**config.mk**
```make
export PLATFORM = sky130hd
export DESIGN_NAME = fault_flag_trim_registers
export DESIGN_NICKNAME = d
export VERILOG_FILES = /design/src/rtl/fault_flag_trim_registers.v
export VERILOG_INCLUDE_DIRS = /design/src /design/src/rtl
export SDC_FILE = /design/constraint.sdc
export NUM_CORES = 1
export LEC_CHECK = 0
export ABC_AREA = 1
export BUFFER_PORTS_ARGS = -buffer_cell sky130_fd_sc_hd__buf_2
export CAP_MARGIN = 20
export CORE_MARGIN = 4
export CORE_UTILIZATION = 50
export CTS_CLUSTER_SIZE = 8
export DETAILED_ROUTE_END_ITERATION = 12
export GPL_TIMING_DRIVEN = 0
export PLACE_DENSITY_LB_ADDON = 0.08
export RECOVER_POWER = 50
export SLEW_MARGIN = 10
export SYNTH_ARGS = -nofsm -noshare
export SYNTH_HDL_FRONTEND = slang
export SYNTH_SLANG_ARGS = --single-unit
```
**constraint.sdc**
```tcl
create_clock -name i_clk -period 4.15 [get_ports i_clk]
set_input_delay 0.6225 -clock i_clk [delete_from_list [all_inputs] [get_ports i_clk]]
set_output_delay 0.6225 -clock i_clk [all_outputs]
set_load 0.02 [all_outputs]
```
**src/rtl/fault_flag_trim_defines.vh**
```
// Register offsets, field positions, reset values and codes for the fault flag and trim bank
`ifndef FAULT_FLAG_TRIM_DEFINES_VH
`define FAULT_FLAG_TRIM_DEFINES_VH

// Register indices (byte address = 4 * index)
`define REG_UV_HYS          16'hfe51
`define REG_LINE_OFS        16'hfe53
`define REG_CUR_OFS_LO      16'hfe54
`define REG_CUR_GAIN_HI     16'hfe7e
`define REG_CUR_OFS_HI      16'hfe7f
`define REG_FLAGS_A         16'hfe80
`define REG_FLAGS_B         16'hfe81
`define REG_FLAGS_C         16'hfe82
`define REG_MOD_READBACK    16'hfe84
`define REG_CONTROL         16'hfef0
`define REG_STATUS          16'hfef1

// Address width of the bus (word address = index)
`define ADDR_W              16

// Reset values
`define RST_BYTE            8'h00
`define RST_FLAGS           8'h00

// Valid bit masks of the latched registers
`define MASK_FLAGS_A        8'hff
`define MASK_FLAGS_B        8'h7f
`define MASK_FLAGS_C        8'h3e

// Gain trim field
`define GAIN_SIGN_BIT       7

// Control register fields
`define CTL_UNLOCK_BIT      0
`define CTL_CUR_RANGE_BIT   1

// Fault response encoding for the disable-output choice
`define REACT_DISABLE       2'h2

// Read answer for an unmapped address
`define UNMAPPED_DATA       32'h00000000

`endif

```
**src/rtl/fault_flag_trim_registers.v**
```verilog
// Fault flag, trim and modulation read-back register bank on Avalon-MM
//
// Local design decision: the Avalon-MM register port.
`timescale 1ns/1ns
`default_nettype none
`include "fault_flag_trim_defines.vh"

// Behaviour
// - Undervoltage hysteresis used only under disable-output fault reaction.
// - Undervoltage recovery when input exceeds limit plus 8-bit hysteresis.
// - Trim registers accept writes only while trim lock is open.
// - Line converter offset trim always subtracted from raw output.
// - Separate low/high range current offsets; active range one is subtracted.
// - High-range gain trim bit 7 is sign, bits 6:0 magnitude.
// - Latched flags set on condition and stay set afterwards.
// - Reading a latched register clears only that register.
// - Register A bit 7 max modulation, bit 6 min modulation.
// - Register A bit 5 suspected open voltage divider.
// - Register A bit 4 quick overvoltage comparator crossing.
// - Undetected line period substitutes maximum period and sets A bit 3.
// - Register A bit 2 line voltage below turn-on threshold.
// - Register A bit 1 startup ramp, bit 0 bypass relay off.
// - Register B bit 6 memory unlocked, bit 5 memory check failed.
// - Register B bit 4 address resistor near decode boundary.
// - Register B bit 3 high line, bit 2 overcurrent, bit 1 sync lock.
// - Register B bit 0 line-good combination; 1 means pin driven low.
// - Register C bit 5 low power, bit 4 fast loop filter active.
// - Register C bits 3,2,1 core over, supply over, supply under.
// - Read-back returns eight MSBs of 10-bit modulation value.
// - Overvoltage recovery below limit minus hysteresis, disable-output reaction only.
module fault_flag_trim_registers (
  input  wire        i_clk,
  input  wire        i_rst_n,
  // Avalon-MM slave
  input  wire [15:0] i_avs_address,
  input  wire        i_avs_read,
  input  wire        i_avs_write,
  input  wire [31:0] i_avs_writedata,
  input  wire [3:0]  i_avs_byteenable,
  output reg  [31:0] o_avs_readdata,
  output wire        o_avs_waitrequest,
  // Fault reaction and limits from the protection logic
  input  wire [1:0]  i_input_undervoltage_reaction,
  input  wire [1:0]  i_output_overvoltage_reaction,
  input  wire [7:0]  i_input_undervoltage_limit,
  input  wire [7:0]  i_output_overvoltage_limit,
  input  wire [7:0]  i_output_overvoltage_hysteresis,
  input  wire [7:0]  i_input_voltage,
  input  wire [7:0]  i_output_voltage,
  // Raw converter samples
  input  wire [11:0] i_line_raw,
  input  wire [11:0] i_current_raw,
  input  wire        i_line_period_valid,
  input  wire [7:0]  i_line_period_meas,
  input  wire [9:0]  i_modulation_value,
  // Flag conditions, grouped per latched register
  input  wire [7:0]  i_cond_a,
  input  wire [7:0]  i_cond_b,
  input  wire [7:0]  i_cond_c,
  // Block outputs
  output reg         o_input_uv_shutdown,
  output reg         o_output_ov_shutdown,
  output reg  [11:0] o_line_corrected,
  output reg  [11:0] o_current_corrected,
  output reg         o_current_gain_negative,
  output reg  [6:0]  o_current_gain_magnitude,
  output reg  [7:0]  o_line_period
);

  ////////////////////////////////////////////////////////////////////////////
  // Declarations
  //
  // All state lives in flip-flops on i_clk; every input is taken as already
  // synchronous to that clock, so no input passes a synchroniser here.
  // Trims and the hysteresis are plain bytes; the three latched registers
  // are held as one small array so that one generate loop serves them all.
  // The control register carries the trim unlock and the current range
  // select; the status register shows recovery state and line period.

  localparam [7:0] PERIOD_MAX = 8'hff;

  reg  [7:0]  input_uv_recover_hysteresis;
  reg  [7:0]  line_adc_offset_trim;
  reg  [7:0]  current_adc_offset_trim_low_range;
  reg  [7:0]  current_adc_gain_trim_high_range;
  reg  [7:0]  current_adc_offset_trim_high_range;
  reg  [7:0]  flags [0:2];
  reg         trim_unlocked;
  reg         current_range_high;
  reg         read_done;
  reg  [31:0] next_readdata;
  reg  [7:0]  active_offset;
  wire        wr;
  wire        rd;
  wire        wr_lo;
  wire        trim_wr_ok;
  wire [8:0]  uv_release_level;
  wire [7:0]  ov_release_level;
  wire [7:0]  cond [0:2];
  wire [7:0]  mask [0:2];
  wire [7:0]  line_cycle_undetected_cond;

  ////////////////////////////////////////////////////////////////////////////
  // Bus handshake: one wait cycle on reads, writes taken at once
  //
  // Read timing, cycle by cycle:
  //   first cycle  - read high, waitrequest high, read data registered
  //   second cycle - waitrequest low, master takes the data at its end
  // A clearing read therefore samples the flags one edge before it clears
  // them; the clear itself lands at the edge the master takes the data.
  // Writes never wait: the register changes at the edge write is seen.
  // Only byte lane 0 carries data; a write without that lane does nothing.
  // The tracker drops back after each read, so back-to-back reads each
  // get their own wait cycle and readdata is never stale.

  assign wr                = i_avs_write;
  assign rd                = i_avs_read & read_done;
  assign o_avs_waitrequest = i_avs_read & ~read_done;
  assign wr_lo             = wr & i_avs_byteenable[0];
  assign trim_wr_ok        = wr_lo & trim_unlocked;

  // Read phase tracker
  always @(posedge i_clk or negedge i_rst_n) begin
    if (!i_rst_n) begin
      read_done <= 1'b0;
    end else begin
      read_done <= i_avs_read & ~read_done;
    end
  end

  ////////////////////////////////////////////////////////////////////////////
  // Writable registers
  //
  // The hysteresis byte and the control register are always writable.
  // The four converter trims change only while the unlock bit is set;
  // a write while locked is dropped without any error indication.
  // A write to the control register updates the unlock bit itself, so
  // software relocks the trims by writing zero there.

  always @(posedge i_clk or negedge i_rst_n) begin
    if (!i_rst_n) begin
      input_uv_recover_hysteresis        <= `RST_BYTE;
      line_adc_offset_trim               <= `RST_BYTE;
      current_adc_offset_trim_low_range  <= `RST_BYTE;
      current_adc_gain_trim_high_range   <= `RST_BYTE;
      current_adc_offset_trim_high_range <= `RST_BYTE;
      trim_unlocked                      <= 1'b0;
      current_range_high                 <= 1'b0;
    end else begin
      if (wr_lo && i_avs_address == `REG_UV_HYS) begin
        input_uv_recover_hysteresis <= i_avs_writedata[7:0];
      end
      if (wr_lo && i_avs_address == `REG_CONTROL) begin
        trim_unlocked      <= i_avs_writedata[`CTL_UNLOCK_BIT];
        current_range_high <= i_avs_writedata[`CTL_CUR_RANGE_BIT];
      end
      // Trims only while unlocked
      if (trim_wr_ok) begin
        case (i_avs_address)
          `REG_LINE_OFS: begin
            line_adc_offset_trim <= i_avs_writedata[7:0];
          end
          `REG_CUR_OFS_LO: begin
            current_adc_offset_trim_low_range <= i_avs_writedata[7:0];
          end
          `REG_CUR_GAIN_HI: begin
            current_adc_gain_trim_high_range <= i_avs_writedata[7:0];
          end
          `REG_CUR_OFS_HI: begin
            current_adc_offset_trim_high_range <= i_avs_writedata[7:0];
          end
          default: begin
            // Other addresses leave the trims alone
          end
        endcase
      end
    end
  end

  ////////////////////////////////////////////////////////////////////////////
  // Latched flags
  //
  // Each bit sets on its condition and stays until software reads the
  // register that holds it. Only the addressed register clears, and only
  // at the edge the read completes. A condition present at that edge
  // survives the clear, but one present only at the sampling edge is lost in the
  // clear. Reserved positions are masked so they always read zero.
  // Register A bit 3 also sets while the line period is undetected.

  assign line_cycle_undetected_cond = {4'h0, ~i_line_period_valid, 3'h0};
  assign cond[0] = i_cond_a | line_cycle_undetected_cond;
  assign cond[1] = i_cond_b;
  assign cond[2] = i_cond_c;
  assign mask[0] = `MASK_FLAGS_A;
  assign mask[1] = `MASK_FLAGS_B;
  assign mask[2] = `MASK_FLAGS_C;

  // Set wins over the read clear; only the addressed register clears
  genvar g;
  generate
    for (g = 0; g < 3; g = g + 1) begin : latch
      always @(posedge i_clk or negedge i_rst_n) begin
        if (!i_rst_n) begin
          flags[g] <= `RST_FLAGS;
        end else if (rd && i_avs_address == (`REG_FLAGS_A + g)) begin
          flags[g] <= cond[g] & mask[g];
        end else begin
          flags[g] <= (flags[g] | cond[g]) & mask[g];
        end
      end
    end
  endgenerate

  ////////////////////////////////////////////////////////////////////////////
  // Read mux

  // Unmapped addresses, and upper bits of every register but status, read as zero
  always @* begin
    next_readdata = `UNMAPPED_DATA;
    case (i_avs_address)
      `REG_UV_HYS: begin
        next_readdata = {24'h0, input_uv_recover_hysteresis};
      end
      `REG_LINE_OFS: begin
        next_readdata = {24'h0, line_adc_offset_trim};
      end
      `REG_CUR_OFS_LO: begin
        next_readdata = {24'h0, current_adc_offset_trim_low_range};
      end
      `REG_CUR_GAIN_HI: begin
        next_readdata = {24'h0, current_adc_gain_trim_high_range};
      end
      `REG_CUR_OFS_HI: begin
        next_readdata = {24'h0, current_adc_offset_trim_high_range};
      end
      `REG_FLAGS_A: begin
        next_readdata = {24'h0, flags[0]};
      end
      `REG_FLAGS_B: begin
        next_readdata = {24'h0, flags[1]};
      end
      `REG_FLAGS_C: begin
        next_readdata = {24'h0, flags[2]};
      end
      `REG_MOD_READBACK: begin
        // Upper eight of the ten modulation bits
        next_readdata = {24'h0, i_modulation_value[9:2]};
      end
      `REG_CONTROL: begin
        next_readdata = {30'h0, current_range_high, trim_unlocked};
      end
      `REG_STATUS: begin
        // Line period in the low byte, recovery state above it
        next_readdata = {22'h0, o_output_ov_shutdown, o_input_uv_shutdown, o_line_period};
      end
      default: begin
        next_readdata = `UNMAPPED_DATA;
      end
    endcase
  end

  // Read data registered during the wait cycle
  always @(posedge i_clk or negedge i_rst_n) begin
    if (!i_rst_n) begin
      o_avs_readdata <= 32'h00000000;
    end else if (i_avs_read && !read_done) begin
      o_avs_readdata <= next_readdata;
    end
  end

  ////////////////////////////////////////////////////////////////////////////
  // Fault recovery with hysteresis

  assign uv_release_level = {1'b0, i_input_undervoltage_limit} + {1'b0, input_uv_recover_hysteresis};
  assign ov_release_level = (i_output_overvoltage_limit > i_output_overvoltage_hysteresis) ?
                            (i_output_overvoltage_limit - i_output_overvoltage_hysteresis) : 8'h00;

  // The release levels are compared strictly, so a voltage sitting exactly
  // on the level keeps the output off; this avoids chatter at the edge.
  // The release sum is nine bits wide so a large hysteresis cannot wrap.
  // The overvoltage release floors at zero for the same reason.

  // Undervoltage: hysteresis only in disable-output reaction
  always @(posedge i_clk or negedge i_rst_n) begin
    if (!i_rst_n) begin
      o_input_uv_shutdown <= 1'b0;
    end else begin
      if (i_input_undervoltage_reaction != `REACT_DISABLE) begin
        o_input_uv_shutdown <= 1'b0;
      end else if (i_input_voltage < i_input_undervoltage_limit) begin
        o_input_uv_shutdown <= 1'b1;
      end else if ({1'b0, i_input_voltage} > uv_release_level) begin
        o_input_uv_shutdown <= 1'b0;
      end
    end
  end

  // Overvoltage: mirror with limit minus hysteresis
  always @(posedge i_clk or negedge i_rst_n) begin
    if (!i_rst_n) begin
      o_output_ov_shutdown <= 1'b0;
    end else begin
      if (i_output_overvoltage_reaction != `REACT_DISABLE) begin
        o_output_ov_shutdown <= 1'b0;
      end else if (i_output_voltage > i_output_overvoltage_limit) begin
        o_output_ov_shutdown <= 1'b1;
      end else if (i_output_voltage < ov_release_level) begin
        o_output_ov_shutdown <= 1'b0;
      end
    end
  end

  ////////////////////////////////////////////////////////////////////////////
  // Converter correction

  always @* begin
    active_offset = current_range_high ? current_adc_offset_trim_high_range
                                       : current_adc_offset_trim_low_range;
  end

  // Offsets are only ever subtracted; the result wraps modulo 2^12, so a
  // raw sample below the trim comes out as a large value. Every output
  // here carries one cycle of latency from its inputs.

  // Line converter: offset always taken away
  always @(posedge i_clk or negedge i_rst_n) begin
    if (!i_rst_n) begin
      o_line_corrected <= 12'h000;
    end else begin
      o_line_corrected <= i_line_raw - {4'h0, line_adc_offset_trim};
    end
  end

  // Current converter: offset of the selected range taken away
  always @(posedge i_clk or negedge i_rst_n) begin
    if (!i_rst_n) begin
      o_current_corrected <= 12'h000;
    end else begin
      o_current_corrected <= i_current_raw - {4'h0, active_offset};
    end
  end

  // High range gain trim split into sign and magnitude
  always @(posedge i_clk or negedge i_rst_n) begin
    if (!i_rst_n) begin
      o_current_gain_negative  <= 1'b0;
      o_current_gain_magnitude <= 7'h00;
    end else begin
      o_current_gain_negative  <= current_adc_gain_trim_high_range[`GAIN_SIGN_BIT];
      o_current_gain_magnitude <= current_adc_gain_trim_high_range[6:0];
    end
  end

  // Line period, forced to the maximum while undetected
  always @(posedge i_clk or negedge i_rst_n) begin
    if (!i_rst_n) begin
      o_line_period <= 8'h00;
    end else begin
      o_line_period <= i_line_period_valid ? i_line_period_meas : PERIOD_MAX;
    end
  end

endmodule
`default_nettype wire

```
==> flow_summary.ini <==
[die]
die_w_um = 127
io_pins = 242
fp-row-count = 43
core-area_sq_um = 13800
dieHeight_um = 127
dieArea_sq_um = 16000
start_util = 0.509

[synthesis]
yosysTopAreaCell = dfrtp_1
synth-seq-cells = 115
synth_xor_area_frac = 0.0299
syn_area_sq_um = 7030
synth_top_family_by_area = simple AND/OR/NAND/NOR gates
synth_top_area_share = 0.409
yosys.area_share.simple = 0.201
synthAdderAreaFrac = 0.122
syn_area_per_cell_sq_um = 8.17
synthMuxAreaShare = 0
synth-compound-area-share = 0.132
ys_warn_count = 0
ys_seq_area_frac = 0.409
yosys-top-cells-area = dfrtp_1, ha_1, nand2_1, inv_1, o21ai_0
syn_inst = 861
synthDistinctLibCells = 39

[pwr]
powerDensity_nw_per_um2 = 357
power_leakage_nw = 4.92
peakVddDrop_mv = 0.336

[clock_network]
clk_latency_ns = 0.41
htree_levels = 4
cts_root_buf = clkbuf_16
path_clk_slew_ns = 0.05
post_cts_buffers = 0
cts_hold_buf = 0
cts.sinks = 115
cts_made_buffers = 17
cts_resized = 0
cts_tree = done
cts_buffer_depth = 2

[drt]
first_pass_iters = 4
vias = 6358
ant_nets = 0
wl_um = 18400
drcViolationCount = 0
viasPerCell = 4.96
avgRoutedWirePerCell_um = 14.4
drt_iter0_drc = 377

[final_layout]
fin_area_sq_um = 8920
syn_to_final_growth_pct = 26.8
drive_gt1_frac = 0.236
antenna_cells = 0
fin_nets = 1321

[worst_hold_path]
hp-class = input pin to flip-flop

[critical_path]
cp_max_fo = 7
crit_chain = buf_2 -> inv_1 -> ha_1 -> fa_1 -> inv_1 -> nand2_1 -> nand2_1 -> nand3_1 -> nand2_1 -> and2_1 -> clkbuf_1 -> a21boi_0 -> o21ai_0 -> ha_1 -> nand2_1 -> nor2_1 -> a211oi_1 -> nand2_1 -> nand2_1 -> a21oi_1
worstSetupPathType = input pin to flip-flop
crit_path_end_kind = flip-flop
path_common_cell = nand2_1
crit_arrival_ns = 3.16
crit_path_top_delay_cell = fa_1
start_kind = input pin
required_ns = 4.44
slowest_delay_ns = 0.36

[placed_design]
gp_congestion = 0.907
post_dp_cell_area_sq_um = 8300
io_buffers = 186
pre_cts_slack_ns = 0.821
dpl.hpwl_um = 14400

[timing]
finalHoldViolations = 0
relSlewSlack = -0.00393
min_period_ns = 2.87
rsz0062_at_grt = no
setup_viol = 0
fin_crit_sh = 0.692
max_freq_mhz = 348
layout_setup_ws_ns = 1.28
tns_ns = 0
tightest_slew_ns = 1.51
clock_skew_ns = 0.00769
maxSlewViolCount = 25

[global_routing]
grtUsageTotal = 0.230
use_met1 = 0.326
grt_antenna_before_repair = 0
use_met2 = 0.355
met3_usage = 0.0514
grt_pass1_wl_um = 29600
grt_max_degree = 91
grt_pass1_vias = 6027
grt_overflow = 0
busiest_layer = met2

[status]
violations = capacitance limit, slew limit
outcome = finished with violations

[job]
max_cap_violations = 1
[state kept, by name, summed over array words and instances (netlist names)]
register	cells
current_adc_offset_trim_low_range	8
current_adc_offset_trim_high_range	8
current_range_high	1
read_done	1
o_avs_readdata	10
o_current_gain_magnitude	7
o_line_period	8
current_adc_gain_trim_high_range	8
line_adc_offset_trim	8
input_uv_recover_hysteresis	8
o_line_corrected	12
o_output_ov_shutdown	1
flags	20
o_current_corrected	12
o_current_gain_negative	1
trim_unlocked	1
o_input_uv_shutdown	1
[area by class of cell]
type                            count  area (sq um)
Sequential cell                   115          2880
Timing Repair Buffer              187           952
Multi-Input combinational cell    601          3470
Inverter                          131           492
Clock inverter                     10           179
Fill cell                        1236          4910
Clock buffer                       22           464
Tap cell                          180           225
Buffer                             35           255
[where the power goes]
group | internal [mW] | leakage, nW | switching [mW] | total (mW)
combinational | 0.175 | 3.19 | 0.254 | 0.428
clock | 1.09 | 0.318 | 0.500 | 1.59
sequential | 1.15 | 1.41 | 0.00968 | 1.16
[worst max-delay path: cells and delay by family]
| kind | cells | cell delay [ns] |
|---|---|---|
| adder cells (fa/ha/maj) | 3 | 0.85 |
| buffers and inverters | 4 | 0.44 |
| AO/OA/AOI/OAI | 4 | 0.58 |
| AND/OR/NAND/NOR | 9 | 0.68 |
[worst paths after layout]
kind,from,to,slack [ns],cells after the start
min in group asynchronous,i_rst_n,o_line_corrected[7],0.57,1
hold / removal,i_line_raw[11],o_line_corrected[11],0.39,2
hold reg to reg,current_adc_gain_trim_high_range[3],o_current_gain_magnitude[3],0.41,0
max in group asynchronous,i_rst_n,o_current_gain_magnitude[4],2.47,2
setup reg to reg,input_uv_recover_hysteresis[2],o_input_uv_shutdown,1.33,17
setup / recovery,i_output_overvoltage_limit[0],o_output_ov_shutdown,1.28,20
[through the flow]
step	hold slack (ns)	cells	util	power, mW
after floorplan	0.327	882	-	1.44
after global routing	0.386	1281	0.645	3.31
after CTS	0.0615	1281	0.647	3.21
final	0.390	1281	0.645	3.18
after detailed placement	0.397	1249	0.600	1.61
after global placement	0.405	1248	0.598	1.60
[layer usage]
metal	share of wire	up-vias
met5	0	-
li1	-	3223
met2	0.45	208
met3	0.065	35
met1	0.46	2892
met4	0.023	0
[synthesized netlist by cell type]
library cell	n
a211o_1	1
a211oi_1	1
a21boi_0	1
a21oi_1	47
a221oi_1	1
a31oi_1	3
and2_1	5
buf_2	3
buf_4	22
buf_6	5
clkbuf_1	5
clkinv_1	2
conb_1	1
dfrtp_1	115
fa_1	4
ha_1	62
inv_1	128
inv_2	1
nand2_1	184
nand2_2	2
nand2_4	1
nand3_1	48
nand3b_1	7
nand4_1	12
nor2_1	38
nor2_2	3
nor3_1	5
nor3b_1	1
nor4_4	1
o211ai_1	1
o21ai_0	85
o21ai_1	6
o21bai_1	19
o221ai_1	3
o41ai_1	1
or2_1	1
or2_2	12
xnor2_1	9
xor2_1	15
[kinds of logic (layout without fill, tap and decap cells)]
| kind of cell | count (synthesis) | in the layout |
|---|---|---|
| xor gates and xnor gates | 24 | 24 |
| AOI/OAI and AO/OA | 169 | 169 |
| adders and majority gates | 66 | 66 |
| and+or+nand+nor | 320 | 320 |
| other | 1 | 22 |
| buffers and inverters | 166 | 385 |
| DFF | 115 | 115 |
[cells in the final DEF, fill, tap and decap left out, types with 15 or more instances in the layout]
cell type,count
clkbuf_16,17
a21oi_1,47
o21ai_0,85
ha_1,62
nand3_1,48
conb_1,22
o21bai_1,19
dfrtp_1,115
xor2_1,15
buf_4,22
nand2_1,184
buf_2,184
nor2_1,38
inv_1,128
Power figures use the tool's default switching activity.
